## src/design/ssp_pkg.sv

```systemverilog
// constants for the stepper driver spi slave with sleep handling
`default_nettype none

package ssp_pkg;

  // ---------------------------------------------------------------
  // packet format
  // ---------------------------------------------------------------
  localparam int SSP_BYTE_BITS = 8;
  localparam logic [2:0] SSP_CMD_READ = 3'h0;
  localparam logic [2:0] SSP_CMD_WRITE = 3'h4;
  localparam logic [4:0] SSP_WRITE_BITS = 5'h10;
  localparam logic [4:0] SSP_BITS_SAT = 5'h11;
  localparam logic [2:0] SSP_LAST_BIT = 3'h7;

  // ---------------------------------------------------------------
  // register map
  // ---------------------------------------------------------------
  localparam int SSP_NUM_CTRL = 4;
  localparam int SSP_NUM_STAT = 4;
  localparam int SSP_STAT_BITS = 7;
  localparam logic [4:0] SSP_CTRL_BASE = 5'h00;
  localparam logic [4:0] SSP_STAT_BASE = 5'h04;
  localparam logic [4:0] SSP_REG_LIMIT = 5'h08;
  localparam logic [1:0] SSP_MODE_REG = 2'h3;
  localparam int SSP_MOTEN_BIT = 7;
  localparam int SSP_SLEEP_BIT = 6;
  localparam logic [7:0] SSP_CTRL_RESET = 8'h00;
  localparam logic [6:0] SSP_STAT_RESET = 7'h00;
  localparam logic [7:0] SSP_UNMAPPED_DATA = 8'h00;
  localparam logic [7:0] SSP_INVALID_DATA = 8'hFF;
  // status bits that pull the fault pin low (all by default)
  localparam logic [SSP_NUM_STAT*SSP_STAT_BITS-1:0] SSP_FAULT_MASK = 28'hFFFFFFF;

  // ---------------------------------------------------------------
  // receive sequencing
  // ---------------------------------------------------------------
  typedef enum logic [1:0] {
    SSP_EXPECT_CMD = 2'b01,
    SSP_EXPECT_DATA = 2'b10
  } ssp_rx_state_t;

endpackage : ssp_pkg

`default_nettype wire

```

## src/design/ssp_ctrl_mem.sv

```systemverilog
// control register file with registered read port
`default_nettype none
`timescale 1ns/1ps

module ssp_ctrl_mem
  import ssp_pkg::*;
(
  input wire logic clk,
  input wire logic reset,
  input wire logic wr_en,
  input wire logic [1:0] wr_idx,
  input wire logic [7:0] wr_data,
  input wire logic [1:0] rd_idx,
  output logic [7:0] rd_data,
  output logic [7:0] mode_reg
);

  logic [7:0] mem_reg [SSP_NUM_CTRL];

  // ---------------------------------------------------------------
  // storage: one word per control register
  // ---------------------------------------------------------------
  genvar gi;
  generate
    for (gi = 0; gi < SSP_NUM_CTRL; gi++) begin : g_word
      always_ff @(posedge clk) begin
        if (reset) begin
          mem_reg[gi] <= SSP_CTRL_RESET;
        end else if (wr_en && wr_idx == 2'(gi)) begin
          mem_reg[gi] <= wr_data;
        end
      end
    end
  endgenerate

  // read data from a register; address is stable long before use
  always_ff @(posedge clk) begin
    if (reset) begin
      rd_data <= SSP_CTRL_RESET;
    end else begin
      rd_data <= mem_reg[rd_idx];
    end
  end

  // mode register goes straight out to steer sleep and drivers
  assign mode_reg = mem_reg[SSP_MODE_REG];

endmodule : ssp_ctrl_mem

`default_nettype wire

```

## src/design/ssp_slave.sv

```systemverilog
// spi slave port of the stepper driver with sleep handling
`default_nettype none
`timescale 1ns/1ps

module ssp_slave
  import ssp_pkg::*;
(
  input wire logic clk,
  input wire logic reset,
  // spi pins
  input wire logic spi_clk,
  input wire logic spi_cs_n,
  input wire logic serial_data_in,
  output logic serial_data_out,
  output logic serial_data_oe,
  // motion inputs from pins
  input wire logic step_pulse_input,
  input wire logic dir_input,
  // status events from analog monitors, four groups of seven
  input wire logic [SSP_NUM_STAT*SSP_STAT_BITS-1:0] status_event,
  // open-drain fault pin, active low
  output logic fault_n_out,
  output logic fault_n_oe,
  // core controls
  output logic step_pulse_out,
  output logic dir_out,
  output logic drivers_enable,
  output logic analog_enable,
  output logic sleep_active,
  output logic core_clock_run
);

  // ---------------------------------------------------------------
  // pin synchronisers
  // ---------------------------------------------------------------
  logic [1:0] sclk_sync_reg;
  logic [1:0] cs_sync_reg;
  logic [1:0] sdi_sync_reg;
  logic [1:0] step_sync_reg;
  logic [1:0] dir_sync_reg;
  // monitor flags are levels from the analog side; each bit syncs on its own
  logic [SSP_NUM_STAT*SSP_STAT_BITS-1:0] event_meta_reg;
  logic [SSP_NUM_STAT*SSP_STAT_BITS-1:0] event_sync_reg;
  logic sclk_prev_reg;
  logic cs_prev_reg;

  // two flops per pin before any logic looks at them
  always_ff @(posedge clk) begin
    if (reset) begin
      sclk_sync_reg <= 2'h0;
      cs_sync_reg <= 2'h3;
      sdi_sync_reg <= 2'h0;
      step_sync_reg <= 2'h0;
      dir_sync_reg <= 2'h0;
      event_meta_reg <= '0;
      event_sync_reg <= '0;
    end else begin
      sclk_sync_reg <= {sclk_sync_reg[0], spi_clk};
      cs_sync_reg <= {cs_sync_reg[0], spi_cs_n};
      sdi_sync_reg <= {sdi_sync_reg[0], serial_data_in};
      step_sync_reg <= {step_sync_reg[0], step_pulse_input};
      dir_sync_reg <= {dir_sync_reg[0], dir_input};
      event_meta_reg <= status_event;
      event_sync_reg <= event_meta_reg;
    end
  end

  // previous values for edge detection on the second stage only
  always_ff @(posedge clk) begin
    if (reset) begin
      sclk_prev_reg <= 1'b0;
      cs_prev_reg <= 1'b1;
    end else begin
      sclk_prev_reg <= sclk_sync_reg[1];
      cs_prev_reg <= cs_sync_reg[1];
    end
  end

  // ---------------------------------------------------------------
  // edge decode
  // ---------------------------------------------------------------
  wire cs_high = cs_sync_reg[1];
  wire selected = ~cs_sync_reg[1];
  wire sclk_rise = selected & sclk_sync_reg[1] & ~sclk_prev_reg;
  wire sclk_fall = selected & ~sclk_sync_reg[1] & sclk_prev_reg;
  wire cs_rise = cs_sync_reg[1] & ~cs_prev_reg;
  wire cs_fall = ~cs_sync_reg[1] & cs_prev_reg;

  // ---------------------------------------------------------------
  // receive path
  // ---------------------------------------------------------------
  logic [2:0] bit_cnt_reg;
  logic [2:0] bit_cnt_next;
  logic [4:0] total_bits_reg;
  logic [4:0] total_bits_next;
  logic [6:0] rx_shift_reg;
  logic byte_done_reg;
  logic [4:0] addr_reg;
  logic addr_valid_reg;
  ssp_rx_state_t rx_state_reg;
  ssp_rx_state_t rx_state_next;
  logic wr_pending_reg;
  logic [4:0] wr_addr_reg;
  logic [7:0] wr_data_reg;

  wire [7:0] rx_byte = {rx_shift_reg, sdi_sync_reg[1]};
  wire last_bit = sclk_rise && bit_cnt_reg == SSP_LAST_BIT;
  wire [2:0] rx_cmd = rx_byte[7:5];
  wire [4:0] rx_addr = rx_byte[4:0];
  wire cmd_is_read = rx_cmd == SSP_CMD_READ;
  wire cmd_is_write = rx_cmd == SSP_CMD_WRITE;
  wire cmd_known = cmd_is_read | cmd_is_write;
  wire take_cmd = last_bit && rx_state_reg == SSP_EXPECT_CMD;
  wire take_data = last_bit && rx_state_reg == SSP_EXPECT_DATA;

  // bit counter restarts on deselect so bytes stay aligned
  always_comb begin
    bit_cnt_next = bit_cnt_reg;
    if (cs_high) begin
      bit_cnt_next = 3'h0;
    end else if (sclk_rise) begin
      bit_cnt_next = bit_cnt_reg + 3'h1;
    end
  end

  // packet length, saturating just past sixteen
  always_comb begin
    total_bits_next = total_bits_reg;
    if (cs_fall) begin
      total_bits_next = 5'h00;
    end else if (sclk_rise && total_bits_reg != SSP_BITS_SAT) begin
      total_bits_next = total_bits_reg + 5'h01;
    end
  end

  // a write command is followed by one data byte; reads chain commands
  always_comb begin
    rx_state_next = rx_state_reg;
    if (cs_high) begin
      rx_state_next = SSP_EXPECT_CMD;
    end else if (take_cmd && cmd_is_write) begin
      rx_state_next = SSP_EXPECT_DATA;
    end else if (take_data) begin
      rx_state_next = SSP_EXPECT_CMD;
    end
  end

  // bit and packet counters, shift register, state
  always_ff @(posedge clk) begin
    if (reset) begin
      bit_cnt_reg <= 3'h0;
      total_bits_reg <= 5'h00;
      rx_shift_reg <= 7'h00;
      rx_state_reg <= SSP_EXPECT_CMD;
    end else begin
      bit_cnt_reg <= bit_cnt_next;
      total_bits_reg <= total_bits_next;
      rx_state_reg <= rx_state_next;
      if (sclk_rise) begin
        rx_shift_reg <= rx_byte[6:0];
      end
    end
  end

  // last read or write index; invalid until the first read or write command byte
  always_ff @(posedge clk) begin
    if (reset) begin
      addr_reg <= 5'h00;
      addr_valid_reg <= 1'b0;
    end else if (take_cmd && cmd_known) begin
      addr_reg <= rx_addr;
      addr_valid_reg <= 1'b1;
    end
  end

  // byte completion marks the next falling edge as the load point
  always_ff @(posedge clk) begin
    if (reset) begin
      byte_done_reg <= 1'b0;
    end else if (cs_high) begin
      byte_done_reg <= 1'b0;
    end else if (last_bit) begin
      byte_done_reg <= 1'b1;
    end else if (sclk_fall) begin
      byte_done_reg <= 1'b0;
    end
  end

  // captured write, held until chip select rises
  always_ff @(posedge clk) begin
    if (reset) begin
      wr_pending_reg <= 1'b0;
      wr_addr_reg <= 5'h00;
      wr_data_reg <= 8'h00;
    end else if (cs_fall || cs_rise) begin
      wr_pending_reg <= 1'b0;
    end else if (take_cmd && cmd_is_write) begin
      wr_addr_reg <= rx_addr;
      wr_pending_reg <= 1'b0;
    end else if (take_data) begin
      wr_data_reg <= rx_byte;
      wr_pending_reg <= 1'b1;
    end
  end

  // ---------------------------------------------------------------
  // write commit
  // ---------------------------------------------------------------
  // only exact sixteen-bit packets to a control index are stored
  wire wr_to_ctrl = wr_addr_reg < SSP_STAT_BASE;
  wire wr_len_ok = total_bits_reg == SSP_WRITE_BITS;
  wire commit = cs_rise & wr_pending_reg & wr_len_ok & wr_to_ctrl;

  logic [7:0] ctrl_rd_data;
  logic [7:0] mode_word;

  ssp_ctrl_mem u_ctrl_mem (
    .clk(clk),
    .reset(reset),
    .wr_en(commit),
    .wr_idx(wr_addr_reg[1:0]),
    .wr_data(wr_data_reg),
    .rd_idx(addr_reg[1:0]),
    .rd_data(ctrl_rd_data),
    .mode_reg(mode_word)
  );

  // ---------------------------------------------------------------
  // status registers
  // ---------------------------------------------------------------
  logic [SSP_STAT_BITS-1:0] stat_reg [SSP_NUM_STAT];
  logic [SSP_NUM_STAT-1:0] clr_pending_reg;
  logic [SSP_NUM_STAT*SSP_STAT_BITS-1:0] stat_flat;

  wire addr_is_ctrl = addr_reg < SSP_STAT_BASE;
  wire addr_is_stat = !addr_is_ctrl && addr_reg < SSP_REG_LIMIT;
  wire [1:0] stat_idx = 2'(addr_reg - SSP_STAT_BASE);
  wire [SSP_STAT_BITS-1:0] stat_sel = stat_reg[stat_idx];
  wire stat_parity = ^stat_sel;
  wire load_tx = sclk_fall & byte_done_reg;

  // sticky flags; events win over a pending read clear
  genvar si;
  generate
    for (si = 0; si < SSP_NUM_STAT; si++) begin : g_stat
      wire [SSP_STAT_BITS-1:0] ev = event_sync_reg[si*SSP_STAT_BITS +: SSP_STAT_BITS];
      wire read_now = load_tx && addr_valid_reg && addr_is_stat && stat_idx == 2'(si);

      always_ff @(posedge clk) begin
        if (reset) begin
          stat_reg[si] <= SSP_STAT_RESET;
        end else if (cs_high) begin
          stat_reg[si] <= (clr_pending_reg[si] ? SSP_STAT_RESET : stat_reg[si]) | ev;
        end
      end

      // clear is remembered until chip select goes high
      always_ff @(posedge clk) begin
        if (reset) begin
          clr_pending_reg[si] <= 1'b0;
        end else if (read_now) begin
          clr_pending_reg[si] <= 1'b1;
        end else if (cs_high) begin
          clr_pending_reg[si] <= 1'b0;
        end
      end

      assign stat_flat[si*SSP_STAT_BITS +: SSP_STAT_BITS] = stat_reg[si];
    end
  endgenerate

  // ---------------------------------------------------------------
  // transmit path
  // ---------------------------------------------------------------
  logic [7:0] tx_shift_reg;
  wire [7:0] stat_word = {stat_parity, stat_sel};
  wire [7:0] read_word = !addr_valid_reg ? SSP_INVALID_DATA :
                         addr_is_ctrl ? ctrl_rd_data :
                         addr_is_stat ? stat_word :
                         SSP_UNMAPPED_DATA;

  // reload on the byte-ending falling edge, else shift msb first
  always_ff @(posedge clk) begin
    if (reset) begin
      tx_shift_reg <= SSP_INVALID_DATA;
    end else if (load_tx) begin
      tx_shift_reg <= read_word;
    end else if (sclk_fall) begin
      tx_shift_reg <= {tx_shift_reg[6:0], 1'b1};
    end
  end

  // pin released while deselected; pull-up holds the line
  assign serial_data_out = tx_shift_reg[7];
  assign serial_data_oe = selected;

  // ---------------------------------------------------------------
  // fault pin
  // ---------------------------------------------------------------
  logic fault_reg;

  // refreshed only while deselected, like the status flags
  always_ff @(posedge clk) begin
    if (reset) begin
      fault_reg <= 1'b0;
    end else if (cs_high) begin
      fault_reg <= |(stat_flat & SSP_FAULT_MASK);
    end
  end

  assign fault_n_out = 1'b0;
  assign fault_n_oe = fault_reg;

  // ---------------------------------------------------------------
  // sleep and drive control
  // ---------------------------------------------------------------
  logic step_reg;
  logic dir_reg;

  wire sleep = mode_word[SSP_SLEEP_BIT];
  wire moten = mode_word[SSP_MOTEN_BIT];

  // motion inputs are frozen in sleep; registers keep their value
  always_ff @(posedge clk) begin
    if (reset) begin
      step_reg <= 1'b0;
      dir_reg <= 1'b0;
    end else if (!sleep) begin
      step_reg <= step_sync_reg[1];
      dir_reg <= dir_sync_reg[1];
    end
  end

  // clock gating request: run awake, or while the bus is active
  assign step_pulse_out = step_reg;
  assign dir_out = dir_reg;
  assign drivers_enable = moten & ~sleep;
  assign analog_enable = ~sleep;
  assign sleep_active = sleep;
  assign core_clock_run = ~sleep | selected;

endmodule : ssp_slave

`default_nettype wire

```

## config.mk

```make
export PLATFORM = sky130hd
export DESIGN_NAME = ssp_slave
export DESIGN_NICKNAME = d
export VERILOG_FILES = /design/src/design/ssp_pkg.sv /design/src/design/ssp_ctrl_mem.sv /design/src/design/ssp_slave.sv
export SDC_FILE = /design/constraint.sdc
export NUM_CORES = 1
export LEC_CHECK = 0
export ABC_AREA = 0
export BUFFER_PORTS_ARGS = -buffer_cell sky130_fd_sc_hd__buf_2
export CAP_MARGIN = 20
export CORE_ASPECT_RATIO = 0.6
export CORE_MARGIN = 2
export CORE_UTILIZATION = 40
export DETAILED_ROUTE_END_ITERATION = 8
export PLACE_DENSITY = 0.64
export SLEW_MARGIN = 20
export SYNTH_ARGS = -nofsm -noshare
export SYNTH_HDL_FRONTEND = slang
export SYNTH_SLANG_ARGS = --single-unit
```

## constraint.sdc

```tcl
create_clock -name clk -period 2.1 [get_ports clk]
set_clock_uncertainty 0.1 [all_clocks]
set_input_delay 0.21 -clock clk [delete_from_list [all_inputs] [get_ports clk]]
set_output_delay 0.21 -clock clk [all_outputs]
set_load 0.02 [all_outputs]
```

==> results of run 1 <==
## power breakdown
group          internal, mW  total [mW]  leakage (nW)  switching, mW
logic                 0.232       0.421          1.45          0.189
clock network          1.61        3.18         0.289           1.57
registers              3.95        4.04          1.71         0.0875
## placed cells by master, fill, tap and decap left out, drive strengths merged, types with 9 or more instances in the layout
| master | Yosys | layout |
|---|---|---|
| nor2 | 61 | 61 |
| and2 | 41 | 41 |
| dfxtp | 131 | 131 |
| nor3 | 9 | 9 |
| inv | 13 | 23 |
| mux4 | 15 | 15 |
| dlygate4sd3 | 0 | 33 |
| o21ai | 18 | 18 |
| buf | 7 | 76 |
| clkbuf | 22 | 17 |
| mux2i | 25 | 25 |
| nand2 | 10 | 10 |
| a21oi | 49 | 49 |
| nor2b | 67 | 67 |
| edfxtp | 60 | 60 |
| nand3 | 9 | 9 |
## cells in the mapped netlist, drive strengths merged (2+ instances only)
| master | number | area [um^2] |
|---|---|---|
| nand2 | 10 | 37.5 |
| nor3b | 3 | 33.8 |
| a21oi | 49 | 245 |
| nor2 | 61 | 229 |
| xnor2 | 3 | 33.8 |
| nand2b | 2 | 12.5 |
| and2 | 41 | 257 |
| nand3 | 9 | 50.1 |
| inv | 13 | 48.8 |
| nor4 | 7 | 50.1 |
| xor2 | 4 | 35.0 |
| nor2b | 67 | 419 |
| buf | 7 | 42.5 |
| o22ai | 4 | 25.0 |
| clkbuf | 22 | 82.6 |
| dfxtp | 131 | 2620 |
| edfxtp | 60 | 1800 |
| mux2 | 7 | 78.8 |
| ha | 7 | 87.6 |
| mux2i | 25 | 250 |
| or4b | 2 | 20.0 |
| or2 | 2 | 12.5 |
| xnor3 | 2 | 45.0 |
| nand4 | 7 | 50.1 |
| o21ai | 18 | 90.1 |
| nor3 | 9 | 45.0 |
| nor4b | 3 | 26.3 |
| mux4 | 15 | 353 |
## layout make-up
type	count	area, um^2
clock buffers	17	425
clock inverters	15	165
fillers	1513	8600
inverters	14	52.6
multi-input cells	369	2590
flip-flops and latches	191	4430
well taps	234	293
repair buffers	109	808
## stage by stage
step                      hold WS (ps)  cells  total power [mW]  setup WS [ps]  cell area [um^2]
after floorplan                    214    603              4.33           23.2              7180
after global placement             296    883              4.48            114              7820
after detailed placement           297    883              4.49           19.4              7820
after CTS                         10.1    948              7.70           64.3              8740
after global routing              29.7    949              7.90           56.6              8760
final                             31.6    949              7.64            104              8760
## routing by layer
| layer | up-vias | part of all wire, % | global-route usage (%) |
|---|---|---|---|
| met4 | 0 | 0.68 | 4.49 |
| met1 | 2310 | 49 | 24.6 |
| met3 | 10 | 6.7 | 5.23 |
| li1 | 2304 | - | - |
| met5 | - | 0 | 0 |
| met2 | 152 | 43 | 24.3 |
## cells by family (layout without fill, tap and decap cells)
| kind of cell | after synthesis | after routing |
|---|---|---|
| other | 1 | 1 |
| adder cells (fa/ha/maj) | 7 | 7 |
| multiplexers | 47 | 47 |
| buffers and inverters | 43 | 155 |
| AO/OA/AOI/OAI | 77 | 77 |
| XOR/XNOR | 9 | 9 |
| AND/OR/NAND/NOR | 228 | 228 |
| flip-flops | 191 | 191 |
## repair_timing
item / CTS / global route
gates cloned: 0 / 0
setup buffers: 0 / 1
endpoints found under the setup margin: 1 / 12
pin swaps: 0 / 1
hold buffers: 33 / 0
hold endpoints to repair: 33 / 0
resized for setup: 1 / 1
## how the worst min path moves through the flow
stage | end | slack, ps
finish | sclk_prev_reg | 30
global route | sclk_prev_reg | 30
CTS | sclk_prev_reg | 10
detailed placement | cs_sync_reg[1] | 300
global placement | cs_sync_reg[0] | 300
floorplan | cs_sync_reg[0] | 210
==> results.yml, run 1 <==
worst_setup_path:
  reg2reg_slack_ps: 100
  reg2reg_to: "tx_shift_reg[7]"
  critPathRequiredTime_ps: 2360
  slowest_stage: "mux4_1"
  cp.depth: 4
  critPathKind: "register to register"
  ff2ff_path_depth: 4
  critPathTopFamily: "XOR/XNOR gates"
  crit_chain: "mux4_1 > xor2_1 > xnor3_1 > o21ai_1"
  cp_num_buf_inv: 0
  critical_path.max_fanout: 3
  cp_slowest_stage_delay_ps: 570
  cp.arrival_ps: 2250
  r2r_start: "stat_reg[0][1]"
  crit_path_end_kind: "register"
  cp-startpoint: "stat_reg[0][1]"
  worstSetupStartpointType: "register"
  crit_path_end: "tx_shift_reg[7]"
die:
  start_util_pct: 41.4
  die_area_um2: 19100
  die_x_um: 177
  io_pins: 45
  core_um2: 17400
  fp-row-count: 37
  die_h_um: 108
timing:
  slew_headroom_pct: 60.6
  setup-tns-final_ps: 0
  report.final.slew_viol_count: 0
  rsz0062_at_grt: "false"
  period_share_pct: 95.0
  finalHoldViolations: 0
  tightestPinTransition_ps: 591
  setup_viol: 0
  fmax_mhz: 501
  period_minus_slack_ps: 2000
clock_network:
  cts_root_buf: "clkbuf_16"
  h-tree-depth: 4
  cts_tree: "done"
  clk_latency_ps: 430
  clock_path_buffers: 2
  clk_pin_slew_ps: 80
  clock-sinks: 191
  cts_buffers: 17
flow_run:
  drv_cap: 0
logic_synthesis:
  ys_seq_elements: 191
  ys.warnings.count: 0
  synthesis.area_um2: 7180
  synth_adder_area_share_pct: 1.22
  seq_area_frac_synth_pct: 61.6
  synth_xor_area_share_pct: 1.58
  muxShareOfSynthArea_pct: 9.49
  synthFlopType: "dfxtp_1"
  synth_nets: 645
  async_flop_share_pct: 0
  synth_compound_area_share_pct: 5.69
  syn_area_per_cell_um2: 11.9
  synthSimpleGateAreaFrac_pct: 17.9
  synthCells: 603
  synth_top_family_by_area: "simple AND/OR/NAND/NOR gates"
  synth_edf_count: 60
  synth.distinct_cells: 52
placement:
  hpwlAfterDp_um: 10700
  gp_congestion: 0.914
  portBuffers: 43
finish:
  fin_nets: 744
  area_growth_pct: 21.9
  final_core_util_pct: 50.5
  largest_reg_flops: 32
  n_antenna_cell: 0
  drive_gt1_share_pct: 19.2
status:
  outcome: "finished, final reports clean"
detailed_routing:
  vias: 4776
  routedWlPerCell_um: 16.2
  drt_first_pass_iters: 5
  viasPerCell: 5.03
  drt-total-wl_um: 15400
  drc_errors: 0
  drtIter0Drc: 390
  drtAntennaViolNets: 0
power:
  p_per_area_nw_per_um2: 872
  total_leakage_power_nw: 3.45
  peakVddDrop_mv: 0.618
worst_hold_path:
  hold_class: "primary input to register"
  worstHoldStart: "reset"
  hold_depth: 2
global_routing:
  grt_max_degree: 62
  grt_pass1_wl_um: 24100
  grt_pass1_vias: 4507
  track_usage_pct: 16.9
  gr-total-overflow: 0
  antenna_found_initial: 0
Power figures use the tool's default switching activity.
==> run 2, diff against run 1 <==
- BUFFER_PORTS_ARGS: -buffer_cell sky130_fd_sc_hd__buf_2 -> -buffer_cell sky130_fd_sc_hd__clkbuf_2
==> run 2 against run 1 <==
Sequential cell count is the same. Global-route usage up 0.17 points. Hold slack worse by 3.4 ps. Total power up 2.7%. Clock power is 6.3% higher. Combinational power about the same. First-iteration DRC count decreased by 12%. Die area unchanged. Sequential power hardly changed. Via count barely moved. Critical path depth unchanged. Non-clock buffer count shrank 1. Largest cell class unchanged. Largest power group unchanged.
==> results.yml, run 2 (synthesis results as in run 1) <==
detailed_routing:
  drtAntennaViolNets: 0
  drt-total-wl_um: 15300
  drt_first_pass_iters: 4
  drtIter0Drc: 344
  viasPerCell: 5.04
  vias: 4779
  routedWlPerCell_um: 16.2
  drc_errors: 0
clock_network:
  cts_buffers: 17
  clk_latency_ps: 440
  postCtsSetupBuffers: 0
  cts_root_buf: "clkbuf_16"
  clock-sinks: 191
  h-tree-depth: 4
  clk_pin_slew_ps: 70
  cts_tree: "done"
  clock_path_buffers: 2
die:
  io_pins: 45
  die_h_um: 108
  core_um2: 17400
  start_util_pct: 41.4
  die_area_um2: 19100
  fp-row-count: 37
  die_x_um: 177
timing:
  period_minus_slack_ps: 1990
  slew_headroom_pct: 61.5
  setup-tns-final_ps: 0
  hold_ws_ps: 28.2
  fmax_mhz: 502
  rsz0062_at_grt: "false"
  layout_setup_ws_ps: 106
  tightestPinTransition_ps: 576
  setup_viol: 0
  report.final.slew_viol_count: 0
  finalHoldViolations: 0
  period_share_pct: 94.9
placement:
  dpl.cell_count: 883
  dp_slack_ps: -0.764
  hpwlAfterDp_um: 10800
  portBuffers: 43
  gp_congestion: 0.908
finish:
  fin_cells: 948
  final_common_cell: "dfxtp_1"
  area_growth_pct: 22.5
  drive_gt1_share_pct: 19.0
  fin_nets: 743
  n_antenna_cell: 0
  final_cell_mix: "dfxtp_1, nor2b_1, nor2_1"
  largest_reg_flops: 32
worst_setup_path:
  cp.arrival_ps: 2250
  critPathKind: "register to register"
  crit_path_end_kind: "register"
  reg2reg_slack_ps: 110
  critPathRequiredTime_ps: 2360
  worstSetupStartpointType: "register"
  crit_path_end: "tx_shift_reg[7]"
  reg2reg_to: "tx_shift_reg[7]"
  ff2ff_path_depth: 4
  critical_path.max_fanout: 6
global_routing:
  grtUsageMet1_pct: 24.9
  busiest_layer: "met2"
  track_usage_pct: 17.1
  met2_usage_pct: 24.9
  grt_pass1_wl_um: 24500
  antenna_found_initial: 0
  gr-total-overflow: 0
  grt_max_degree: 62
  grt_use_met3_pct: 4.17
  grt_pass1_vias: 4647
power:
  total_leakage_power_nw: 3.47
  p_sw_share_pct: 23.2
  p_comb_share_pct: 5.4
  peakVddDrop_mv: 0.521
  seqPwrFrac_pct: 51.5
  internal-power_mw: 6.02
  p_per_area_nw_per_um2: 891
  p_switching_mw: 1.82
  p_clk_share_pct: 43.1
status:
  outcome: "finished, final reports clean"
flow_run:
  drv_cap: 0
worst_hold_path:
  hold_class: "primary input to register"
-- run 2: cell types whose count changed in the layout (fill, tap and decap cells not counted) --
| cell | change |
|---|---|
| buf_2 | -42 |
| buf_4 | -1 |
| bufinv_16 | +2 |
| clkbuf_2 | +42 |
| clkinv_4 | +1 |
| clkinv_8 | +1 |
| clkinvlp_4 | -1 |
| inv_4 | -1 |
| inv_8 | -2 |
-- run 2: critical path, stage by stage, from the launching register on --
cell and delay, ps:
dfxtp_2 420, mux4_1 630, xor2_1 200, xnor3_1 420, o21ai_1 150
-- run 2: how the worst min path moves through the flow --
stage	slack, ps	from	cells after the start	to
after floorplan	210	spi_cs_n	1	cs_sync_reg[0]
after global placement	300	spi_cs_n	2	cs_sync_reg[0]
after detailed placement	290	cs_sync_reg[0]	1	cs_sync_reg[1]
after CTS	10	reset	2	sclk_prev_reg
after global routing	40	reset	2	sclk_prev_reg
final	30	reset	2	sclk_prev_reg
-- run 2: per-stage QoR --
step           power [mW]  util [%]  area [um^2]
5_1_grt              8.12      50.7         8800
3_3_place_gp         4.48      45.1         7820
6_report             7.84      50.7         8800
4_1_cts              7.92      50.7         8790
3_5_place_dp         4.49      45.1         7820
2_1_floorplan        4.33         -         7180
-- run 2: cell type report --
cell class	count	area (um^2)
Multi-Input combinational cell	369	2590
Inverter	14	52.6
Clock buffer	17	425
Tap cell	234	293
Clock inverter	15	214
Fill cell	1495	8560
Timing Repair Buffer	108	801
Sequential cell	191	4430
-- run 2: routing by layer --
metal,share of wire [%],vias to the layer above
met2,44,145
met1,49,2307
li1,-,2311
met4,1.1,0
met5,0,-
met3,5.7,16
-- run 2: power groups by stage --
| stage | Clock [mW] | Combinational [mW] | Sequential (mW) |
|---|---|---|---|
| final | 3.38 | 0.423 | 4.04 |
| after global placement | 0 | 0.362 | 4.12 |
| after global routing | 3.60 | 0.467 | 4.05 |
| after CTS | 3.45 | 0.425 | 4.04 |
| after detailed placement | 0 | 0.375 | 4.12 |
| after floorplan | 0 | 0.251 | 4.08 |
-- run 2: what timing repair did --
action | in CTS | in global routing
gates cloned | 0 | 0
hold buffers | 33 | 0
hold endpoints to repair | 33 | 0
gates resized for setup | 1 | 1
endpoints found under the setup margin | 1 | 8
